--- src/hw/pwr_seq_pkg.sv ---
// constants, states and carriers of the power-mode sequencer
package pwr_seq_pkg;
  // ----------------------------------------
  // timing
  // ----------------------------------------
  localparam int CLK_PERIOD_NS = 10;
  localparam int IDLE_WAKE_NS = 14000;
  localparam int STBY_WAKE_NS = 151000;
  localparam int SHDN_WAKE_NS = 1015000;
  localparam int IDLE_WAKE_CYC = IDLE_WAKE_NS / CLK_PERIOD_NS;
  localparam int STBY_WAKE_CYC = STBY_WAKE_NS / CLK_PERIOD_NS;
  localparam int SHDN_WAKE_CYC = SHDN_WAKE_NS / CLK_PERIOD_NS;
  localparam int CNT_W = 17;
  localparam int BOD_PERIOD_CYC = 1024;
  localparam int BOD_ON_CYC = 16;
  // ----------------------------------------
  // clocks
  // ----------------------------------------
  localparam int FAST_XTAL_KHZ = 24000;
  localparam int FAST_CLK_MUL = 2;
  localparam int SYS_CLK_KHZ = FAST_XTAL_KHZ * FAST_CLK_MUL;
  localparam int SLOW_RC_HZ = 32768;
  // ----------------------------------------
  // register map
  // ----------------------------------------
  localparam logic [7:0] ADDR_CTRL = 8'h00;
  localparam logic [7:0] ADDR_MODE = 8'h04;
  localparam logic [7:0] ADDR_CAUSE = 8'h08;
  localparam logic [7:0] ADDR_IRQ_STAT = 8'h0C;
  localparam logic [7:0] ADDR_IRQ_MASK = 8'h10;
  localparam logic [7:0] ADDR_WAKE_PIN = 8'h14;
  localparam logic [7:0] ADDR_PAD_OUT = 8'h18;
  localparam logic [7:0] ADDR_PAD_OE = 8'h1C;
  localparam logic [7:0] ADDR_PAD_IN = 8'h20;
  localparam int CTRL_LF_XTAL_BIT = 0;
  localparam int CTRL_LF_PAD_BIT = 1;
  localparam logic [1:0] CTRL_RST = 2'h0;
  localparam int IRQ_W = 3;
  localparam int IRQ_WAKE_BIT = 0;
  localparam int IRQ_TMO_BIT = 1;
  localparam int IRQ_PAD_BIT = 2;
  localparam logic [2:0] IRQ_RST = 3'h0;
  localparam logic [2:0] CAUSE_POR = 3'h1;
  localparam logic [2:0] CAUSE_PIN = 3'h2;
  localparam logic [2:0] CAUSE_WAKEPIN = 3'h4;
  // ----------------------------------------
  // modes and states
  // ----------------------------------------
  localparam logic [2:0] MODE_IDLE = 3'h1;
  localparam logic [2:0] MODE_STBY = 3'h2;
  localparam logic [2:0] MODE_SHDN = 3'h3;
  localparam logic [2:0] MODE_HELD = 3'h4;
  typedef enum logic [2:0] {
    ST_ACTIVE = 3'b000,
    ST_IDLE = 3'b001,
    ST_STBY = 3'b010,
    ST_SHDN = 3'b011,
    ST_HELD = 3'b100,
    ST_WAKE = 3'b101
  } pwr_state_e;
  typedef struct packed {
    logic cpu_en;
    logic mem_en;
    logic periph_en;
    logic fast_osc_en;
    logic fast_dbl_en;
  } clk_ctrl_s;
  typedef struct packed {
    logic aon_en;
    logic sensor_en;
    logic bod_en;
    logic por_en;
  } pwr_ctrl_s;
endpackage : pwr_seq_pkg

--- src/hw/power_mode_sequencer.sv ---
// power-mode sequencer: mode states, clock gating, pad latch, wake and reset cause
//
// Implementation choices: the register offsets and strobed register access.
`timescale 1ns/10ps
// Function
// - idle gates cpu and memory clocks, peripherals run, any interrupt wakes
// - wake to active within 14 us idle, 151 us standby, 1015 us shutdown
// - standby keeps only always-on and sensor domains; wakes on external, rtc, sensor events
// - standby wake resumes where it stopped, settings kept
// - all pads stay latched throughout standby
// - shutdown powers everything off except the power-on detector; pads keep pre-entry values
// - edge on a shutdown wake pin wakes and acts as reset
// - reset cause readable: wake pin, reset pin, power-on
// - shutdown keeps only pad latch, power-on detector and nonvolatile memory
// - reset pin wakes from every mode, held included
// - brown-out detector on in active/idle, duty cycled standby, off shutdown
// - power-on detector on in active, idle, standby, shutdown
// - system clock is fast crystal doubled to 48 MHz
// - slow rc oscillator serves as low-speed reference without crystal
// - selected low-speed clock may be routed out on a pad
module power_mode_sequencer #(
  parameter int NPAD = 8,
  parameter int STBY_WAKE_CYC = pwr_seq_pkg::STBY_WAKE_CYC,
  parameter int SHDN_WAKE_CYC = pwr_seq_pkg::SHDN_WAKE_CYC
) (
  // clock and reset
  input wire logic sys_clk_in,
  input wire logic rst_n_in,
  // register port
  input wire logic [7:0] addr_in,
  input wire logic [31:0] wr_data_in,
  input wire logic wr_en_in,
  input wire logic rd_en_in,
  output logic [31:0] rd_data_out,
  // wake sources
  input wire logic irq_in,
  input wire logic rtc_evt_in,
  input wire logic sensor_evt_in,
  input wire logic ext_wake_in,
  input wire logic reset_pin_n_in,
  // clock sources
  input wire logic fast_osc_ready_in,
  input wire logic slow_xosc_present_in,
  input wire logic slow_crystal_osc_in,
  input wire logic slow_rc_osc_in,
  // pads
  input wire logic [NPAD-1:0] pad_in,
  output logic [NPAD-1:0] pad_out,
  output logic [NPAD-1:0] pad_oe_out,
  output logic lf_clk_pad_out,
  // power and clock control
  output pwr_seq_pkg::clk_ctrl_s clk_ctrl_out,
  output pwr_seq_pkg::pwr_ctrl_s pwr_ctrl_out,
  output logic cpu_rst_n_out,
  output logic cpu_resume_out,
  output logic irq_out
);
  localparam logic [16:0] IDLE_CNT = 17'(pwr_seq_pkg::IDLE_WAKE_CYC);
  localparam logic [16:0] STBY_CNT = 17'(STBY_WAKE_CYC);
  localparam logic [16:0] SHDN_CNT = 17'(SHDN_WAKE_CYC);
  localparam logic [9:0] BOD_LAST = 10'(pwr_seq_pkg::BOD_PERIOD_CYC - 1);
  localparam logic [9:0] BOD_ON = 10'(pwr_seq_pkg::BOD_ON_CYC);

  // ----------------------------------------
  // state and registers
  // ----------------------------------------
  pwr_seq_pkg::pwr_state_e state_r;
  pwr_seq_pkg::pwr_state_e state_nxt;
  logic [16:0] wake_cnt_r;
  logic warm_r;
  logic [1:0] ctrl_r;
  logic [2:0] cause_r;
  logic [2:0] irq_stat_r;
  logic [2:0] irq_mask_r;
  logic [NPAD-1:0] wake_pin_r;
  logic [NPAD-1:0] pad_val_r;
  logic [NPAD-1:0] pad_en_r;
  logic [NPAD-1:0] latch_val_r;
  logic [NPAD-1:0] latch_oe_r;
  logic latch_hold_r;
  logic [NPAD-1:0] pad_prev_r;
  logic [NPAD-1:0] pad_edge;
  logic [9:0] bod_cnt_r;
  logic lf_clk_r;

  // ----------------------------------------
  // decode
  // ----------------------------------------
  logic wr_ctrl;
  logic wr_mode;
  logic wr_irq_stat;
  logic wr_irq_mask;
  logic wr_wake_pin;
  logic wr_pad_out;
  logic wr_pad_oe;
  logic pin_rst;
  logic pad_wake;
  logic shdn_wake;
  logic cold_evt;
  logic wake_done;
  logic wake_tmo;
  logic entering_latch;
  logic pad_rel;

  assign wr_ctrl = wr_en_in && (addr_in == pwr_seq_pkg::ADDR_CTRL);
  assign wr_mode = wr_en_in && (addr_in == pwr_seq_pkg::ADDR_MODE);
  assign wr_irq_stat = wr_en_in && (addr_in == pwr_seq_pkg::ADDR_IRQ_STAT);
  assign wr_irq_mask = wr_en_in && (addr_in == pwr_seq_pkg::ADDR_IRQ_MASK);
  assign wr_wake_pin = wr_en_in && (addr_in == pwr_seq_pkg::ADDR_WAKE_PIN);
  assign wr_pad_out = wr_en_in && (addr_in == pwr_seq_pkg::ADDR_PAD_OUT);
  assign wr_pad_oe = wr_en_in && (addr_in == pwr_seq_pkg::ADDR_PAD_OE);

  // ----------------------------------------
  // pad edge detection
  // ----------------------------------------
  // one process owns the whole history vector
  always_ff @(posedge sys_clk_in or negedge rst_n_in) begin
    if (!rst_n_in) begin
      pad_prev_r <= '0;
    end else begin
      pad_prev_r <= pad_in;
    end
  end

  genvar gi;
  generate
    for (gi = 0; gi < NPAD; gi++) begin : g_pad
      assign pad_edge[gi] = pad_in[gi] ^ pad_prev_r[gi];
    end
  endgenerate

  assign pin_rst = !reset_pin_n_in;
  assign pad_wake = |(pad_edge & wake_pin_r);
  assign shdn_wake = (state_r == pwr_seq_pkg::ST_SHDN) && pad_wake;
  assign cold_evt = pin_rst || shdn_wake;
  assign wake_done = (state_r == pwr_seq_pkg::ST_WAKE) && fast_osc_ready_in;
  assign wake_tmo = (state_r == pwr_seq_pkg::ST_WAKE) && (wake_cnt_r == 17'h00001)
                    && !fast_osc_ready_in;
  assign entering_latch = (state_nxt == pwr_seq_pkg::ST_STBY
                           || state_nxt == pwr_seq_pkg::ST_SHDN
                           || state_nxt == pwr_seq_pkg::ST_HELD)
                          && (state_r == pwr_seq_pkg::ST_ACTIVE);
  // a pad write only frees the latch while running, never in a low-power mode
  assign pad_rel = wr_pad_out && (state_r == pwr_seq_pkg::ST_ACTIVE);

  // ----------------------------------------
  // mode state machine
  // ----------------------------------------
  always_comb begin
    state_nxt = state_r;
    case (state_r)
      pwr_seq_pkg::ST_ACTIVE: begin
        if (wr_mode) begin
          case (wr_data_in[2:0])
            pwr_seq_pkg::MODE_IDLE: state_nxt = pwr_seq_pkg::ST_IDLE;
            pwr_seq_pkg::MODE_STBY: state_nxt = pwr_seq_pkg::ST_STBY;
            pwr_seq_pkg::MODE_SHDN: state_nxt = pwr_seq_pkg::ST_SHDN;
            pwr_seq_pkg::MODE_HELD: state_nxt = pwr_seq_pkg::ST_HELD;
            default: state_nxt = pwr_seq_pkg::ST_ACTIVE;
          endcase
        end
      end
      pwr_seq_pkg::ST_IDLE: begin
        if (irq_in || pad_wake || rtc_evt_in || sensor_evt_in) begin
          state_nxt = pwr_seq_pkg::ST_WAKE;
        end
      end
      pwr_seq_pkg::ST_STBY: begin
        if (ext_wake_in || rtc_evt_in || sensor_evt_in || pad_wake) begin
          state_nxt = pwr_seq_pkg::ST_WAKE;
        end
      end
      pwr_seq_pkg::ST_WAKE: begin
        if (fast_osc_ready_in) begin
          state_nxt = pwr_seq_pkg::ST_ACTIVE;
        end
      end
      default: state_nxt = state_r;
    endcase
    if (cold_evt) begin
      state_nxt = pwr_seq_pkg::ST_WAKE;
    end
  end

  always_ff @(posedge sys_clk_in or negedge rst_n_in) begin
    if (!rst_n_in) begin
      state_r <= pwr_seq_pkg::ST_WAKE;
    end else begin
      state_r <= state_nxt;
    end
  end

  // wake deadline counter, loaded by the mode being left, or with the shutdown deadline on a cold event
  always_ff @(posedge sys_clk_in or negedge rst_n_in) begin
    if (!rst_n_in) begin
      wake_cnt_r <= 17'h00000;
    end else if (state_nxt == pwr_seq_pkg::ST_WAKE && state_r != pwr_seq_pkg::ST_WAKE) begin
      if (state_r == pwr_seq_pkg::ST_IDLE && !cold_evt) begin
        wake_cnt_r <= IDLE_CNT;
      end else if (state_r == pwr_seq_pkg::ST_STBY && !cold_evt) begin
        wake_cnt_r <= STBY_CNT;
      end else begin
        wake_cnt_r <= SHDN_CNT;
      end
    end else if (wake_cnt_r != 17'h00000) begin
      wake_cnt_r <= wake_cnt_r - 17'h00001;
    end
  end

  // warm wake resumes in place, cold wake boots
  always_ff @(posedge sys_clk_in or negedge rst_n_in) begin
    if (!rst_n_in) begin
      warm_r <= 1'b0;
    end else if (cold_evt) begin
      warm_r <= 1'b0;
    end else if (state_r == pwr_seq_pkg::ST_IDLE || state_r == pwr_seq_pkg::ST_STBY) begin
      warm_r <= 1'b1;
    end else if (state_r == pwr_seq_pkg::ST_ACTIVE) begin
      warm_r <= 1'b0;
    end
  end

  // ----------------------------------------
  // reset cause
  // ----------------------------------------
  always_ff @(posedge sys_clk_in or negedge rst_n_in) begin
    if (!rst_n_in) begin
      cause_r <= pwr_seq_pkg::CAUSE_POR;
    end else if (pin_rst) begin
      cause_r <= pwr_seq_pkg::CAUSE_PIN;
    end else if (shdn_wake) begin
      cause_r <= pwr_seq_pkg::CAUSE_WAKEPIN;
    end
  end

  // ----------------------------------------
  // software registers, lost on a cold event
  // ----------------------------------------
  always_ff @(posedge sys_clk_in or negedge rst_n_in) begin
    if (!rst_n_in) begin
      ctrl_r <= pwr_seq_pkg::CTRL_RST;
      irq_mask_r <= pwr_seq_pkg::IRQ_RST;
    end else if (cold_evt) begin
      ctrl_r <= pwr_seq_pkg::CTRL_RST;
      irq_mask_r <= pwr_seq_pkg::IRQ_RST;
    end else begin
      if (wr_ctrl) begin
        ctrl_r <= wr_data_in[1:0];
      end
      if (wr_irq_mask) begin
        irq_mask_r <= wr_data_in[2:0];
      end
    end
  end

  always_ff @(posedge sys_clk_in or negedge rst_n_in) begin
    if (!rst_n_in) begin
      wake_pin_r <= '0;
      pad_val_r <= '0;
      pad_en_r <= '0;
    end else if (cold_evt) begin
      wake_pin_r <= '0;
      pad_val_r <= '0;
      pad_en_r <= '0;
    end else begin
      if (wr_wake_pin) begin
        wake_pin_r <= wr_data_in[NPAD-1:0];
      end
      if (wr_pad_out) begin
        pad_val_r <= wr_data_in[NPAD-1:0];
      end
      if (wr_pad_oe) begin
        pad_en_r <= wr_data_in[NPAD-1:0];
      end
    end
  end

  // ----------------------------------------
  // interrupt status, set wins over clear
  // ----------------------------------------
  logic [2:0] irq_set;
  assign irq_set = {(state_r == pwr_seq_pkg::ST_ACTIVE) && |pad_edge, wake_tmo, wake_done};

  always_ff @(posedge sys_clk_in or negedge rst_n_in) begin
    if (!rst_n_in) begin
      irq_stat_r <= pwr_seq_pkg::IRQ_RST;
    end else if (cold_evt) begin
      irq_stat_r <= pwr_seq_pkg::IRQ_RST;
    end else begin
      irq_stat_r <= (irq_stat_r & ~(wr_irq_stat ? wr_data_in[2:0] : 3'h0)) | irq_set;
    end
  end

  assign irq_out = |(irq_stat_r & irq_mask_r);

  // ----------------------------------------
  // pad latch
  // ----------------------------------------
  always_ff @(posedge sys_clk_in or negedge rst_n_in) begin
    if (!rst_n_in) begin
      latch_val_r <= '0;
      latch_oe_r <= '0;
    end else if (entering_latch) begin
      latch_val_r <= pad_val_r;
      latch_oe_r <= pad_en_r;
    end
  end

  // hold after cold wake until software rewrites the pad values
  always_ff @(posedge sys_clk_in or negedge rst_n_in) begin
    if (!rst_n_in) begin
      latch_hold_r <= 1'b0;
    end else if (entering_latch) begin
      latch_hold_r <= 1'b1;
    end else if (pad_rel) begin
      latch_hold_r <= 1'b0;
    end else if (wake_done && warm_r) begin
      latch_hold_r <= 1'b0;
    end
  end

  always_ff @(posedge sys_clk_in or negedge rst_n_in) begin
    if (!rst_n_in) begin
      pad_out <= '0;
      pad_oe_out <= '0;
    end else if (latch_hold_r && !pad_rel) begin
      pad_out <= latch_val_r;
      pad_oe_out <= latch_oe_r;
    end else begin
      pad_out <= wr_pad_out ? wr_data_in[NPAD-1:0] : pad_val_r;
      pad_oe_out <= pad_en_r;
    end
  end

  // ----------------------------------------
  // low-speed clock select and pad route
  // ----------------------------------------
  always_ff @(posedge sys_clk_in or negedge rst_n_in) begin
    if (!rst_n_in) begin
      lf_clk_r <= 1'b0;
    end else if (ctrl_r[pwr_seq_pkg::CTRL_LF_XTAL_BIT] && slow_xosc_present_in) begin
      lf_clk_r <= slow_crystal_osc_in;
    end else begin
      lf_clk_r <= slow_rc_osc_in;
    end
  end

  assign lf_clk_pad_out = lf_clk_r && ctrl_r[pwr_seq_pkg::CTRL_LF_PAD_BIT];

  // ----------------------------------------
  // brown-out duty cycle divider
  // ----------------------------------------
  always_ff @(posedge sys_clk_in or negedge rst_n_in) begin
    if (!rst_n_in) begin
      bod_cnt_r <= 10'h000;
    end else if (bod_cnt_r == BOD_LAST) begin
      bod_cnt_r <= 10'h000;
    end else begin
      bod_cnt_r <= bod_cnt_r + 10'h001;
    end
  end

  // ----------------------------------------
  // clock and power enables
  // ----------------------------------------
  logic run;
  logic live;
  assign run = (state_r == pwr_seq_pkg::ST_ACTIVE);
  assign live = run || (state_r == pwr_seq_pkg::ST_IDLE) || (state_r == pwr_seq_pkg::ST_WAKE);

  always_comb begin
    clk_ctrl_out.cpu_en = run;
    clk_ctrl_out.mem_en = run;
    clk_ctrl_out.periph_en = live;
    clk_ctrl_out.fast_osc_en = live;
    clk_ctrl_out.fast_dbl_en = live;
    pwr_ctrl_out.aon_en = live || (state_r == pwr_seq_pkg::ST_STBY);
    pwr_ctrl_out.sensor_en = live || (state_r == pwr_seq_pkg::ST_STBY);
    pwr_ctrl_out.bod_en = live
                          || ((state_r == pwr_seq_pkg::ST_STBY) && (bod_cnt_r < BOD_ON));
    pwr_ctrl_out.por_en = (state_r != pwr_seq_pkg::ST_HELD);
  end

  assign cpu_rst_n_out = !(state_r == pwr_seq_pkg::ST_WAKE && !warm_r);
  assign cpu_resume_out = warm_r;

  // ----------------------------------------
  // read port
  // ----------------------------------------
  always_ff @(posedge sys_clk_in or negedge rst_n_in) begin
    if (!rst_n_in) begin
      rd_data_out <= 32'h00000000;
    end else if (!rd_en_in) begin
      rd_data_out <= 32'h00000000;
    end else if (addr_in == pwr_seq_pkg::ADDR_CTRL) begin
      rd_data_out <= {30'h0, ctrl_r};
    end else if (addr_in == pwr_seq_pkg::ADDR_MODE) begin
      rd_data_out <= {28'h0, fast_osc_ready_in, state_r};
    end else if (addr_in == pwr_seq_pkg::ADDR_CAUSE) begin
      rd_data_out <= {29'h0, cause_r};
    end else if (addr_in == pwr_seq_pkg::ADDR_IRQ_STAT) begin
      rd_data_out <= {29'h0, irq_stat_r};
    end else if (addr_in == pwr_seq_pkg::ADDR_IRQ_MASK) begin
      rd_data_out <= {29'h0, irq_mask_r};
    end else if (addr_in == pwr_seq_pkg::ADDR_WAKE_PIN) begin
      rd_data_out <= 32'(wake_pin_r);
    end else if (addr_in == pwr_seq_pkg::ADDR_PAD_OUT) begin
      rd_data_out <= 32'(pad_val_r);
    end else if (addr_in == pwr_seq_pkg::ADDR_PAD_OE) begin
      rd_data_out <= 32'(pad_en_r);
    end else if (addr_in == pwr_seq_pkg::ADDR_PAD_IN) begin
      rd_data_out <= 32'(pad_in);
    end else begin
      rd_data_out <= 32'h00000000;
    end
  end

  // ----------------------------------------
  // assertions
  // ----------------------------------------
  property p_idle_gate;
    @(posedge sys_clk_in) disable iff (!rst_n_in)
    state_r == pwr_seq_pkg::ST_IDLE |-> !clk_ctrl_out.cpu_en && clk_ctrl_out.periph_en;
  endproperty
  a_idle_gate: assert property (p_idle_gate) else $error("idle clock gating wrong");

  property p_idle_irq;
    @(posedge sys_clk_in) disable iff (!rst_n_in)
    state_r == pwr_seq_pkg::ST_IDLE && irq_in |=> state_r == pwr_seq_pkg::ST_WAKE;
  endproperty
  a_idle_irq: assert property (p_idle_irq) else $error("idle ignored interrupt");

  property p_wake_load;
    @(posedge sys_clk_in) disable iff (!rst_n_in)
    state_r == pwr_seq_pkg::ST_IDLE && !cold_evt && state_nxt == pwr_seq_pkg::ST_WAKE
    |=> wake_cnt_r == IDLE_CNT;
  endproperty
  a_wake_load: assert property (p_wake_load) else $error("idle wake deadline wrong");

  property p_stby_irq;
    @(posedge sys_clk_in) disable iff (!rst_n_in)
    state_r == pwr_seq_pkg::ST_STBY && irq_in && !ext_wake_in && !rtc_evt_in
    && !sensor_evt_in && !pad_wake && !pin_rst |=> state_r == pwr_seq_pkg::ST_STBY;
  endproperty
  a_stby_irq: assert property (p_stby_irq) else $error("standby left on interrupt");

  property p_stby_pads;
    @(posedge sys_clk_in) disable iff (!rst_n_in)
    state_r == pwr_seq_pkg::ST_STBY && $past(state_r) == pwr_seq_pkg::ST_STBY
    |-> $stable(pad_out);
  endproperty
  a_stby_pads: assert property (p_stby_pads) else $error("pad moved in standby");

  property p_shdn_off;
    @(posedge sys_clk_in) disable iff (!rst_n_in)
    state_r == pwr_seq_pkg::ST_SHDN |-> !pwr_ctrl_out.aon_en && !pwr_ctrl_out.sensor_en
    && !pwr_ctrl_out.bod_en && pwr_ctrl_out.por_en;
  endproperty
  a_shdn_off: assert property (p_shdn_off) else $error("shutdown power wrong");

  property p_shdn_cause;
    @(posedge sys_clk_in) disable iff (!rst_n_in)
    shdn_wake && !pin_rst |=> cause_r == pwr_seq_pkg::CAUSE_WAKEPIN
    && state_r == pwr_seq_pkg::ST_WAKE && !warm_r;
  endproperty
  a_shdn_cause: assert property (p_shdn_cause) else $error("wake pin not a reset");

  property p_held_pad;
    @(posedge sys_clk_in) disable iff (!rst_n_in)
    state_r == pwr_seq_pkg::ST_HELD && !pin_rst |=> state_r == pwr_seq_pkg::ST_HELD;
  endproperty
  a_held_pad: assert property (p_held_pad) else $error("held left without reset pin");

  property p_pin_wake;
    @(posedge sys_clk_in) disable iff (!rst_n_in)
    pin_rst |=> state_r == pwr_seq_pkg::ST_WAKE && cause_r == pwr_seq_pkg::CAUSE_PIN;
  endproperty
  a_pin_wake: assert property (p_pin_wake) else $error("reset pin not honoured");

  property p_cpu_hold;
    @(posedge sys_clk_in) disable iff (!rst_n_in)
    !fast_osc_ready_in && state_r == pwr_seq_pkg::ST_WAKE
    |=> !clk_ctrl_out.cpu_en;
  endproperty
  a_cpu_hold: assert property (p_cpu_hold) else $error("cpu ran before fast clock");
endmodule : power_mode_sequencer

--- config.mk ---
export PLATFORM = sky130hd
export DESIGN_NAME = power_mode_sequencer
export DESIGN_NICKNAME = d
export VERILOG_FILES = /design/src/hw/pwr_seq_pkg.sv /design/src/hw/power_mode_sequencer.sv
export SDC_FILE = /design/constraint.sdc
export NUM_CORES = 1
export LEC_CHECK = 0
export BUFFER_PORTS_ARGS = -buffer_cell sky130_fd_sc_hd__buf_2
export CORE_MARGIN = 4
export CORE_UTILIZATION = 40
export DETAILED_ROUTE_END_ITERATION = 12
export PLACE_DENSITY = 0.7
export RECOVER_POWER = 50
export SETUP_SLACK_MARGIN = 0.05
export SYNTH_ARGS = -nofsm -noshare
export SYNTH_HDL_FRONTEND = slang
export SYNTH_SLANG_ARGS = --single-unit
--- constraint.sdc ---
create_clock -name sys_clk_in -period 3.8 [get_ports sys_clk_in]
set_input_delay 0.38 -clock sys_clk_in [delete_from_list [all_inputs] [get_ports sys_clk_in]]
set_output_delay 0.38 -clock sys_clk_in [all_outputs]
set_load 0.005 [all_outputs]
* After elaboration in Yosys (flattened, before gate mapping)
Index checks and enable logic that the tools add are counted.
** Storage, ports and cells
- Logic and storage cells :: 161
- Output and inout bits :: 61
- Register bits :: 140
** Operators by class
- $add $sub $neg :: 2
- Magnitude comparators :: 1
- Bitwise operators :: 13
- Eq/ne operators :: 25
- Mux-type cells :: 45
- Reductions and logical operators :: 56
** Operator list (count)
- $mux W8 :: 18
- $mux W17 :: 4
- $mux W3 :: 11
- $eq A8 B5 Y1 const B :: 4
- $pmux W3 S4 :: 2
- $logic_and A1 B1 Y1 :: 23
- $eq A3 B2 Y1 const B :: 6
- $eq A17 B1 Y1 const B :: 1
- $reduce_bool A17 Y1 :: 1
- $sub A17 B1 Y17 const B :: 1
- $eq A8 B4 Y1 const B :: 2
- $reduce_or A8 Y1 :: 2
- $logic_or A1 B1 Y1 :: 14
- $eq A3 B3 Y1 const B :: 4
- $add A10 B1 Y10 const B :: 1
- $eq A10 B10 Y1 const B :: 1
- $lt A10 B5 Y1 const B :: 1
- $mux W10 :: 1
- $reduce_bool A2 Y1 :: 5
- $and A8 B8 Y8 :: 1
- $eq A8 B3 Y1 const B :: 1
- $eq A8 B6 Y1 const B :: 1
- $logic_not A8 Y1 :: 1
- $xor A1 B1 Y1 :: 8
- other kinds (12) :: 28

* Longest topological paths before layout
Gate-level depths: netlist of the first run.
- Depth after elaboration :: 14
- Depth in mapped cells :: 9
- Depth with buffers taken out :: 8

* Least setup slack after synthesis of the first run
OpenSTA, ideal clock, no wires.
- Path kind :: flip-flop to flip-flop
- From :: register state_r[1]
- To :: register latch_oe_r[5]
- Arrival :: 2267 ps
- Data required time :: 3675 ps
- Stages on the path, launching flop included :: 9
- Setup slack :: 1407 ps
- Period minus slack after synthesis :: 2393 ps
- Setup time :: 125 ps
- Buffers on the path :: 2
- Cell sequence :: dfrtp_1 -> buf_6 -> or4b_2 -> nor4_1 -> o22ai_1 -> nand2_1 -> a2bb2oi_4 -> buf_6 -> mux2_4
** On the way
- Word-level cells in the longest chain between the ends :: 8
** RTL lines
- start: declaration :: RTL line power_mode_sequencer.sv:67 : pwr_seq_pkg::pwr_state_e state_r;
- start signal: assignment :: RTL line power_mode_sequencer.sv:187 : state_r <= pwr_seq_pkg::ST_WAKE;
- start signal: assignment :: RTL line power_mode_sequencer.sv:189 : state_r <= state_nxt;
- parallel branches: the longest is 7 deep, another holds $pmux W3 S4
- $logic_and A1 B1 Y1 (*) :: RTL line power_mode_sequencer.sv:142 : && (state_r == pwr_seq_pkg::ST_ACTIVE);
- end signal: assignment :: RTL line power_mode_sequencer.sv:305 : latch_oe_r <= pad_en_r;
- end: declaration :: RTL line power_mode_sequencer.sv:79 : logic [NPAD-1:0] latch_oe_r;
Every way passes the cells marked *.
A chain may end at the register's enable or synchronous reset.

* Final worst setup path of the first run
- From :: register state_r[1]
- To :: register latch_oe_r[3]
The elaborated chain is that of the path after synthesis.

==> results.md, run 1 <==
* Status: finished, violations left
* Violations in the final reports: capacitance limit, slew limit
* Reg-to-reg slack, setup at 0.92 ns
* Die Ht at 127 µm
* Switching share of power at 0.258
* Clock power share at 0.455
* Top cells by area, synth: dfrtp_1 (50%), nand2_1 (4.7%), a21oi_1 (3.9%)
* First-pass GRT wire length at 21.9 mm
* Iteration-0 DRC Markers at 437
* Post-synth top area cell: dfrtp_1
* Max H-tree Level at 4
* Initial core utilization at 0.409
* Post-Synthesis Cell Area at 5700 µm²
* Gpl congestion at 0.885
* Layout cell share with drive strength beyond 1 at 0.214
* FILL cells at 1259
* Detail Route Antenna Nets at 0
* Min-Delay Endpoint: pad_prev_r[6]$_DFF_PN0_
* Crit path capture type: register
* GR Overflow Total at 0
* Ys flop type: dfrtp_1
* Vias in the first global route at 4351
* Final count of hold timing violations at 0
* Antenna cells at 0
* Max-slew violation count at 117
* DRC Markers at 0
* Synth cell count leaders: dfrtp_1 (113), nand2_1 (72), nor2_1 (58)
* FF+latch count, synth at 116
* Hold_sp: pad_in[6]
* CP Class: register to register
* Synth warn at 0
* Unique cell type count in the Yosys netlist at 57
* Clock transition at path regs at 0.05 ns
* P_leak at 0.00318 µW
* Crit Path Max Fanout at 17
* # setup viols final at 0
* Reg2Reg Depth at 7
* Final setup TNS at 0 ns
* # IOs at 122
* Power after layout at 3680 µW
* Worst Path Arrival at 3.16 ns
* Pin count of the biggest net entering global routing at 117
* Startpoint types: register
* Power share of the combinational group at 0.153
* Register share of total power at 0.392
* Reg-to-reg startpoint: state_r[1]$_DFF_PN0_
* Slew @ Worst Pin at 2.80 ns
* Fmax at 348 MHz
* Routed WL per cell at 16.3 µm
* Worst r2r dst: latch_oe_r[3]$_DFFE_PN0P_
* HPWL Detailed at 9.33 mm
* Hold_buf cts at 0
* PwrDens at 549 nW/µm²
* Total clock sinks at 116
* Period Utilization, post-route at 0.757
* Final net count at 696
* Area delta synth->final at 17.6%
* Root Buffer: clkbuf_16
* Total Routed Length at 13.4 mm
* Slew headroom at -0.869
* CP Data Required Time at 4.09 ns
* Width of the die at 127 µm
* CTS Buf Count at 17
* IO Port Bufs at 73
* Setup WS pre-CTS at 0.902 ns
* Setup Skew at 0.00713 ns
* # rows at 43
* Pint at 2730 µW
* Insertion delay of the later-clocked pin in the worst-skew pair at 0.40 ns
* Final WS setup at 0.923 ns
* Post-CTS setup buffer count at 0
* Max VDD drop at 315 µV
* WHS Path Cells at 1
* Worst Hold Class: input port to register
* Synth async-reset ratio at 1.00
* Tmin final at 2.88 ns
* Register area share after synthesis at 0.510
* GRT Total Usage at 0.170
* Post-synth EDFFs at 0
* Core area at 13900 µm²
* CTS tree: built
* NetSw at 949 µW
* Max-Cap Viols at 1
* Initial antenna violation count at 0
* Mapped Avg Cell Area at 10.1 µm²
* Longest Clk Path Bufs at 2
* Die ar. at 16200 µm²
* Yosys top cell area share at 0.496
* 1st-pass router iterations at 5
* Via count at 4355
* Count leader, synth: dfrtp_1
* RSZ-0062 raised after global routing: no
* Post-CTS resize count at 0
* Cells after Synth at 562
* Avg Vias per Cell at 5.29
-- power groups by stage --
stage / combinational, µW / clock (µW) / sequential [µW]
global placement: 550 / 0 / 1460
CTS: 570 / 1700 / 1440
global route: 623 / 1750 / 1460
finish: 561 / 1670 / 1440
detailed placement: 563 / 0 / 1460
floorplan: 407 / 0 / 1440
-- critical path: stages, from the launching register on --
cell,delay [ns]
dfrtp_1,0.35
buf_4,0.20
or4b_2,0.67
nor4_1,0.22
o22ai_1,0.17
nand2_1,0.15
a2bb2oi_4,0.58
mux2_2,0.41
-- layout make-up --
class                           count  area (µm²)  share of cell area
Clock inverter                     10         154              0.0229
Multi-Input combinational cell    409        2520               0.375
Sequential cell                   116        2910               0.433
Clock buffer                       21         470              0.0701
Inverter                            9        33.8             0.00504
Tap cell                          180         225              0.0336
Timing Repair Buffer               79         399              0.0595
-- cells in the final DEF, fill, tap and decap left out, types with 16 or more instances in the layout --
| cell | netlist | final |
|---|---|---|
| buf_2 | 4 | 63 |
| mux2_2 | 16 | 16 |
| nand2_1 | 72 | 72 |
| dfrtp_1 | 113 | 113 |
| nor2_1 | 58 | 58 |
| conb_1 | 1 | 24 |
| mux2i_1 | 18 | 18 |
| xor2_1 | 16 | 16 |
| clkbuf_16 | 0 | 17 |
| a21oi_1 | 45 | 45 |
-- kinds of logic after synthesis --
kind of cell / count (synthesis) / share of synthesized area
flops: 116 / 0.510
other cells: 1 / 0.000658
fa+ha+maj: 3 / 0.00658
mux: 44 / 0.0889
simple gates: 214 / 0.178
buf+inv: 60 / 0.0641
compound gates: 96 / 0.109
xor+xnor: 28 / 0.0430
-- flip-flops by register name, indices dropped and copies added (netlist names) --
register	cells
pad_en_r	8
rd_data_out	8
pad_oe_out	8
irq_mask_r	3
wake_cnt_r	17
lf_clk_r	1
bod_cnt_r	10
pad_out	8
latch_oe_r	8
pad_prev_r	8
wake_pin_r	8
cause_r	3
state_r	3
cpu_resume_out	1
irq_stat_r	3
latch_val_r	8
pad_val_r	8
ctrl_r	2
latch_hold_r	1
-- worst max-delay path by stage --
stage / startpoint / to / slack, ns / cells past startpoint
6_report: state_r[1]$_DFF_PN0_ / latch_oe_r[3]$_DFFE_PN0P_ / 0.92 / 7
5_1_grt: rst_n_in / pad_val_r[5]$_DFF_PN0_ / 0.54 / 2
4_1_cts: state_r[1]$_DFF_PN0_ / latch_oe_r[3]$_DFFE_PN0P_ / 0.91 / 7
3_5_place_dp: addr_in[4] / latch_oe_r[3]$_DFFE_PN0P_ / 0.90 / 7
3_3_place_gp: addr_in[4] / latch_val_r[7]$_DFFE_PN0P_ / 0.96 / 7
2_1_floorplan: state_r[1]$_DFF_PN0_ / latch_oe_r[5]$_DFFE_PN0P_ / 1.41 / 8
-- metal layers --
layer	vias up	GRT usage	wire length, µm
met4	0	0.0599	179
li1	2051	-	-
met1	2118	0.227	5910
met2	174	0.270	6460
met5	-	0	0
met3	12	0.0401	865
-- per-stage QoR --
| stage | instance area (µm²) | hold slack [ns] | instances | utilization |
|---|---|---|---|---|
| after floorplan | 5790 | 0.0844 | 585 | - |
| after global placement | 6110 | 0.438 | 793 | 0.438 |
| after detailed placement | 6110 | 0.454 | 793 | 0.438 |
| after CTS | 6730 | 0.0809 | 824 | 0.483 |
| after global routing | 6710 | 0.120 | 824 | 0.481 |
| final | 6710 | 0.135 | 824 | 0.481 |
(Power assumes the default switching activity.)
==> run 2, diff against run 1 <==
--- a/config.mk
+++ b/config.mk
@@ -9,7 +9,7 @@
 export CORE_MARGIN = 4
 export CORE_UTILIZATION = 40
 export DETAILED_ROUTE_END_ITERATION = 12
-export PLACE_DENSITY = 0.7
+export PLACE_DENSITY = 0.72
 export RECOVER_POWER = 50
 export SETUP_SLACK_MARGIN = 0.05
 export SYNTH_ARGS = -nofsm -noshare
==> constraint.sdc (replaced) <==
create_clock -name sys_clk_in -period 2.5 [get_ports sys_clk_in]
set_input_delay 0.25 -clock sys_clk_in [delete_from_list [all_inputs] [get_ports sys_clk_in]]
set_output_delay 0.25 -clock sys_clk_in [all_outputs]
set_load 0.005 [all_outputs]
==> run 2 against run 1 <==
Compared with the run above: the flow now finishes without violations; worst hold slack worse by 0.049 ns; design area increased by 5.4%; clock skew grew 0.0012 ns; sequential power rose by 52%; first-iteration DRC count increased by 11%; die area unchanged; critical path type is now input port to register; largest cell class unchanged; largest power group unchanged.
==> results.md, run 2 (synthesized netlist as in run 1, its figures left out) <==
* NetSw at 1580 µW (was 949 µW)
* Power share of the combinational group at 0.173 (was 0.153)
* Pint at 4090 µW (was 2730 µW)
* Area delta synth->final at 23.9% (was 17.6%)
* Vias in the first global route at 4510 (was 4351)
* Max-slew violation count at 0 (was 117)
* Startpoint types: input port (was register)
* Routed WL per cell at 17.1 µm (was 16.3 µm)
* IO Port Bufs at 73 (unchanged)
* Hold slack final at 0.0854 ns (was 0.135 ns)
* Die Ht at 127 µm (unchanged)
* Setup Skew at 0.00832 ns (was 0.00713 ns)
* Layout cell share with drive strength beyond 1 at 0.239 (was 0.214)
* Register share of total power at 0.386 (was 0.392)
* Worst Hold Class: input port to register (unchanged)
* Commonest non-fill, non-tap cell in the layout: dfrtp_1 (unchanged)
* First-pass GRT wire length at 23.0 mm (was 21.9 mm)
* Avg Vias per Cell at 5.35 (was 5.29)
* CTS Buf Count at 17 (unchanged)
* Iteration-0 DRC Markers at 487 (was 437)
* P_leak at 0.00332 µW (was 0.00318 µW)
* Fmax at 404 MHz
* Final Non-Filler Cells at 854 (was 824)
* DRC Markers at 0 (unchanged)
* # IOs at 122 (unchanged)
* # rows at 43 (unchanged)
* Max-Cap Viols at 0 (was 1)
* Sequential Area at 2910 µm² (unchanged)
* Min-Delay Endpoint: lf_clk_r$_DFF_PN0_ (was pad_prev_r[6]$_DFF_PN0_)
* Pin count of the biggest net entering global routing at 69 (was 117)
* CTS tree: built (unchanged)
* Worst Path Arrival at 2.77 ns (was 3.16 ns)
* Total Routed Length at 14.6 mm (was 13.4 mm)
* CP Data Required Time at 2.80 ns (was 4.09 ns)
* Max VDD drop at 465 µV (was 315 µV)
* PwrDens at 802 nW/µm² (was 549 nW/µm²)
* FILL cells at 1206 (was 1259)
* Cell area after layout at 7070 µm² (was 6710 µm²)
* Reg-to-reg slack, setup at 0.07 ns (was 0.92 ns)
* HPWL Detailed at 9.81 mm (was 9.33 mm)
* Dpl cells at 815 (was 793)
* Final net count at 725 (was 696)
* Insertion delay of the later-clocked pin in the worst-skew pair at 0.41 ns (was 0.40 ns)
* Die ar. at 16200 µm² (unchanged)
* WHS Path Cells at 2 (was 1)
* Switching share of power at 0.278 (was 0.258)
* Gpl congestion at 0.891 (was 0.885)
* Clock power share at 0.441 (was 0.455)
* Detail Route Antenna Nets at 0 (unchanged)
* Max FFs per register at 17 (unchanged)
* Crit path capture type: register (unchanged)
* Reg2Reg Depth at 7 (unchanged)
* Max H-tree Level at 4 (unchanged)
* Root Buffer: clkbuf_16 (unchanged)
* Crit Path Max Fanout at 6 (was 17)
* Largest regs: wake_cnt_r (17), bod_cnt_r (10) (unchanged)
* Final count of hold timing violations at 0 (unchanged)
* Largest register by flop count: wake_cnt_r (unchanged)
* Total clock sinks at 116 (unchanged)
* Longest Clk Path Bufs at 2 (unchanged)
* Initial core utilization at 0.409 (unchanged)
* GR Overflow Total at 0 (unchanged)
* Antenna cells at 0 (unchanged)
* Clock transition at path regs at 0.06 ns (was 0.05 ns)
* Core area at 13900 µm² (unchanged)
* Hold_sp: slow_crystal_osc_in (was pad_in[6])
* Multi-input gate area at 2580 µm² (was 2520 µm²)
* Worst r2r dst: latch_oe_r[0]$_DFFE_PN0P_ (was latch_oe_r[3]$_DFFE_PN0P_)
* Final setup TNS at 0 ns (unchanged)
* Status: finished clean (was finished, violations left)
* Reg-to-reg startpoint: state_r[1]$_DFF_PN0_ (unchanged)
* CP Class: input port to register (was register to register)
* Width of the die at 127 µm (unchanged)
* 1st-pass router iterations at 5 (unchanged)
* Slew headroom at 0.180 (was -0.869)
* Period Utilization, post-route at 0.989
* Most frequent cells in the layout: dfrtp_1 (113), nand2_1 (71), nor2_1 (57) (was dfrtp_1 (113), nand2_1 (72), buf_2 (63))
* GRT Total Usage at 0.178 (was 0.170)
* Slew @ Worst Pin at 1.23 ns (was 2.80 ns)
* Placed Area at 6300 µm² (was 6110 µm²)
* Initial antenna violation count at 0 (unchanged)
* # setup viols final at 0 (unchanged)
* Tmin final at 2.47 ns
* Via count at 4573 (was 4355)
==> run 2: changes by cell type in the layout (fill, tap and decap cells not counted), moves of 2 or more <==
cell	before	now
buf_12	0	3
buf_2	63	51
buf_4	5	27
clkbuf_1	10	15
clkbuf_8	3	1
clkinv_2	5	1
clkinv_4	1	4
clkinvlp_4	0	4
dlygate4sd3_1	0	8
inv_6	0	2
==> run 2: final cells by class <==
type / instances / area share
clock inverter: 14 / 0.0251
tap: 180 / 0.0319
timing repair buffer: 108 / 0.0999
multi-input combinational: 409 / 0.365
inverter: 9 / 0.00478
sequential: 116 / 0.411
clock buffer: 18 / 0.0622
==> run 2: critical path, cell delays in order <==
cell	delay, ns
dlygate4sd3_1	0.60
xor2_1	0.19
a22oi_1	0.21
and4_4	0.35
a311oi_4	0.13
nor2_2	0.20
a2bb2oi_4	0.29
clkbuf_16	0.22
mux2_2	0.32
==> run 2: power groups by stage <==
stage	clock network, µW	registers [µW]	logic (µW)
floorplan	0	2180	618
global placement	0	2200	921
detailed placement	0	2210	944
CTS	2520	2180	964
global route	2620	2210	1090
finish	2500	2190	981
==> run 2: worst max path at each step <==
stage / depth (start not counted) / slack, ns / from / endpoint
final: 9 / 0.03 / pad_in[4] / latch_oe_r[0]$_DFFE_PN0P_
after global routing: 8 / -0.02 / state_r[1]$_DFF_PN0_ / latch_oe_r[0]$_DFFE_PN0P_
after CTS: 10 / 0.06 / pad_in[4] / latch_oe_r[5]$_DFFE_PN0P_
after detailed placement: 9 / 0.04 / addr_in[5] / latch_oe_r[5]$_DFFE_PN0P_
after global placement: 8 / 0.08 / addr_in[5] / latch_val_r[5]$_DFFE_PN0P_
after floorplan: 8 / 0.11 / state_r[1]$_DFF_PN0_ / latch_oe_r[5]$_DFFE_PN0P_
==> run 2: what timing repair did <==
item,in CTS,in global routing
setup endpoints to repair,12,28
hold buffers,9,0
cloned,0,1
hold endpoints to repair,56,0
buffers inserted,0,3
pin swaps,0,10
resized for setup,1,13
==> run 2: routing by layer <==
layer,GRT usage,vias up,share of wire
li1,-,2095,-
met1,0.235,2264,0.43
met2,0.287,185,0.49
met3,0.0406,29,0.062
met4,0.0688,0,0.019
met5,0,-,0
==> run 2: metrics by stage <==
stage,worst slack [ns],util,power (µW)
finish,0.0266,0.507,5670
global route,-0.0169,0.507,5920
CTS,0.0607,0.503,5660
detailed placement,0.0394,0.452,3150
global placement,0.0795,0.452,3120
floorplan,0.107,-,2800
==> run 3, diff against run 2 <==
--- a/config.mk
+++ b/config.mk
@@ -10,7 +10,7 @@
 export CORE_UTILIZATION = 40
 export DETAILED_ROUTE_END_ITERATION = 12
 export PLACE_DENSITY = 0.72
-export RECOVER_POWER = 50
+export RECOVER_POWER = 100
 export SETUP_SLACK_MARGIN = 0.05
 export SYNTH_ARGS = -nofsm -noshare
 export SYNTH_HDL_FRONTEND = slang
==> constraint.sdc (replaced) <==
create_clock -name sys_clk_in -period 2.5 [get_ports sys_clk_in]
set_input_delay 0.5 -clock sys_clk_in [delete_from_list [all_inputs] [get_ports sys_clk_in]]
set_output_delay 0.5 -clock sys_clk_in [all_outputs]
set_load 0.005 [all_outputs]
==> run 3 against run 2 <==
Compared with the run above: the flow now finishes with violations (capacitance limit, slew limit); non-clock buffer count rose by 17; wire length about the same; sequential power hardly changed; clock power up 2%; total power rose by 1.2%; maximum frequency grew 2.8%; global-route usage up 0.19 points; worst hold slack gained 0.25 ns; design area increased by 1.4%.
==> results.md, run 3 (synthesized netlist as in run 1, its figures left out) <==
* Status: finished, violations left (was finished clean)
* Violations in the final reports: capacitance limit, slew limit
* 1st-pass router iterations at 5 (unchanged)
* Slew headroom at -0.189 (was 0.180)
* Max-Cap Viols at 1 (was 0)
* Via count at 4575 (was 4573)
* Gpl congestion at 0.918 (was 0.891)
* Pint at 4230 µW (was 4090 µW)
* Iteration-0 DRC Markers at 466 (was 487)
* # rows at 43 (unchanged)
* Hold slack final at 0.335 ns (was 0.0854 ns)
* Total Routed Length at 14.6 mm (about the same)
* Die ar. at 16200 µm² (unchanged)
* Startpoint types: register (was input port)
* Setup Skew at 0.00869 ns (was 0.00832 ns)
* Final net count at 742 (was 725)
* Largest register by flop count: wake_cnt_r (unchanged)
* Worst Hold Class: input port to register (unchanged)
* Most frequent cells in the layout: dfrtp_1 (113), nand2_1 (72), nor2_1 (58) (was dfrtp_1 (113), nand2_1 (71), nor2_1 (57))
* First-pass GRT wire length at 23.1 mm (was 23.0 mm)
* Setup WS pre-CTS at -0.175 ns (was 0.0394 ns)
* GRT Total Usage at 0.180 (was 0.178)
* GR Overflow Total at 0 (unchanged)
* Largest regs: wake_cnt_r (17), bod_cnt_r (10) (unchanged)
* Crit Path Max Fanout at 8 (was 6)
* Slew @ Worst Pin at 1.78 ns (was 1.23 ns)
* Crit path capture type: register (unchanged)
* Die Ht at 127 µm (unchanged)
* Root Buffer: clkbuf_16 (unchanged)
* Hold_buf cts at 0 (was 9)
* Busiest layer in global routing: met2 (unchanged)
* # IOs at 122 (unchanged)
* # setup viols final at 0 (unchanged)
* Met3 global-route usage at 0.0426 (was 0.0406)
* Layout cell share with drive strength beyond 1 at 0.254 (was 0.239)
* Max VDD drop at 485 µV (was 465 µV)
* Pin count of the biggest net entering global routing at 57 (was 69)
* Switching share of power at 0.263 (was 0.278)
* Register share of total power at 0.382 (was 0.386)
* Multi-input gate area at 2590 µm² (was 2580 µm²)
* Initial antenna violation count at 0 (unchanged)
* Insertion delay of the later-clocked pin in the worst-skew pair at 0.42 ns (was 0.41 ns)
* Max H-tree Level at 4 (unchanged)
* Vias in the first global route at 4644 (was 4510)
* Worst Path Arrival at 2.70 ns (was 2.77 ns)
* Power share of the combinational group at 0.171 (was 0.173)
* Total clock sinks at 116 (unchanged)
* Final count of hold timing violations at 0 (unchanged)
* Commonest non-fill, non-tap cell in the layout: dfrtp_1 (unchanged)
* CP Data Required Time at 2.80 ns (about the same)
* FILL cells at 1205 (was 1206)
* Tmin final at 2.41 ns (was 2.47 ns)
* Avg Vias per Cell at 5.26 (was 5.35)
* Met2 usage at 0.298 (was 0.287)
* HPWL Detailed at 10.0 mm (was 9.81 mm)
* CP Class: register to register (was input port to register)
* Initial core utilization at 0.409 (unchanged)
* Area delta synth->final at 25.6% (was 23.9%)
* RSZ-0062 raised after global routing: yes
* IO Port Bufs at 73 (unchanged)
* GR met1 Demand/Resource at 0.227 (was 0.235)
* Antenna cells at 0 (unchanged)
* Longest Clk Path Bufs at 2 (unchanged)
* WHS Path Cells at 2 (unchanged)
* Final WS setup at 0.0945 ns (was 0.0266 ns)
* Width of the die at 127 µm (unchanged)
* PwrDens at 801 nW/µm² (was 802 nW/µm²)
* NetSw at 1510 µW (was 1580 µW)
* Routed WL per cell at 16.8 µm (was 17.1 µm)
* Core area at 13900 µm² (unchanged)
* Sequential Area at 2910 µm² (unchanged)
* Detail Route Antenna Nets at 0 (unchanged)
* Fmax at 416 MHz (was 404 MHz)
* P_leak at 0.00337 µW (was 0.00332 µW)
* Max-slew violation count at 34 (was 0)
* Clock transition at path regs at 0.05 ns (was 0.06 ns)
* Reg2Reg Depth at 8 (was 7)
* CTS tree: built (unchanged)
* DRC Markers at 0 (unchanged)
* CTS Buf Count at 17 (unchanged)
* Max FFs per register at 17 (unchanged)
* Clock power share at 0.447 (was 0.441)
* Period Utilization, post-route at 0.962 (was 0.989)
-- run 3: changes by cell type in the layout (fill, tap and decap cells not counted), moves of 4 or more --
cell	previous run	this run
buf_2	51	44
clkbuf_2	1	5
dlygate4sd3_1	8	0
xor2_2	0	4
xor2_1	16	12
clkbuf_1	15	31
buf_4	27	37
-- run 3: what timing repair did --
action,CTS,global route
cloned,0,2
pin swaps,0,9
endpoints found under the setup margin,12,27
resized for setup,1,15
buffers inserted,0,5
-- run 3: critical path, cell delays in order (launching register included) --
cell       delay [ns]
dfrtp_1          0.41
or4b_1           0.54
nor3_2           0.15
a211oi_2         0.10
a311oi_2         0.25
nor2_2           0.11
a2bb2oi_4        0.21
clkbuf_16        0.21
mux2_4           0.30
-- run 3: layer usage --
layer / part of all wire / up-vias
li1: - / 2133
met1: 0.41 / 2234
met2: 0.50 / 184
met3: 0.071 / 24
met4: 0.018 / 0
met5: 0 / -
-- run 3: layout make-up --
cell class / count / area share
inverter: 9 / 0.00472
clock inverter: 9 / 0.0211
clock buffer: 22 / 0.0662
timing repair buffer: 125 / 0.109
tap: 180 / 0.0314
multi-input combinational: 409 / 0.362
sequential: 116 / 0.406
-- run 3: final timing paths --
| check | from | to | slack [ns] |
|---|---|---|---|
| max | state_r[1]$_DFF_PN0_ | latch_val_r[6]$_DFFE_PN0P_ | 0.09 |
| min | slow_crystal_osc_in | lf_clk_r$_DFF_PN0_ | 0.33 |
| max reg2reg | state_r[1]$_DFF_PN0_ | latch_val_r[6]$_DFFE_PN0P_ | 0.09 |
| min reg2reg | bod_cnt_r[0]$_DFF_PN0_ | bod_cnt_r[0]$_DFF_PN0_ | 0.45 |
| max in group asynchronous | rst_n_in | wake_cnt_r[4]$_DFFE_PN0P_ | 0.74 |
| min in group asynchronous | rst_n_in | pad_oe_out[6]$_DFF_PN0_ | 0.55 |
-- run 3: power groups by stage --
stage / Sequential (µW) / Combinational (µW) / Clock [µW]
2_1_floorplan: 2180 / 619 / 0
3_3_place_gp: 2210 / 925 / 0
3_5_place_dp: 2220 / 956 / 0
4_1_cts: 2200 / 962 / 2600
5_1_grt: 2210 / 1080 / 2690
6_report: 2190 / 979 / 2560
-- run 3: stage by stage --
stage	cells	instance area, µm²	TNS (ns)	total power, µW	util
6_report	870	7160	0	5740	0.514
2_1_floorplan	585	5790	0	2800	-
5_1_grt	870	7160	0	5990	0.514
3_5_place_dp	832	6430	-3.80	3180	0.461
3_3_place_gp	832	6430	-2.45	3140	0.461
4_1_cts	863	7060	0	5760	0.507
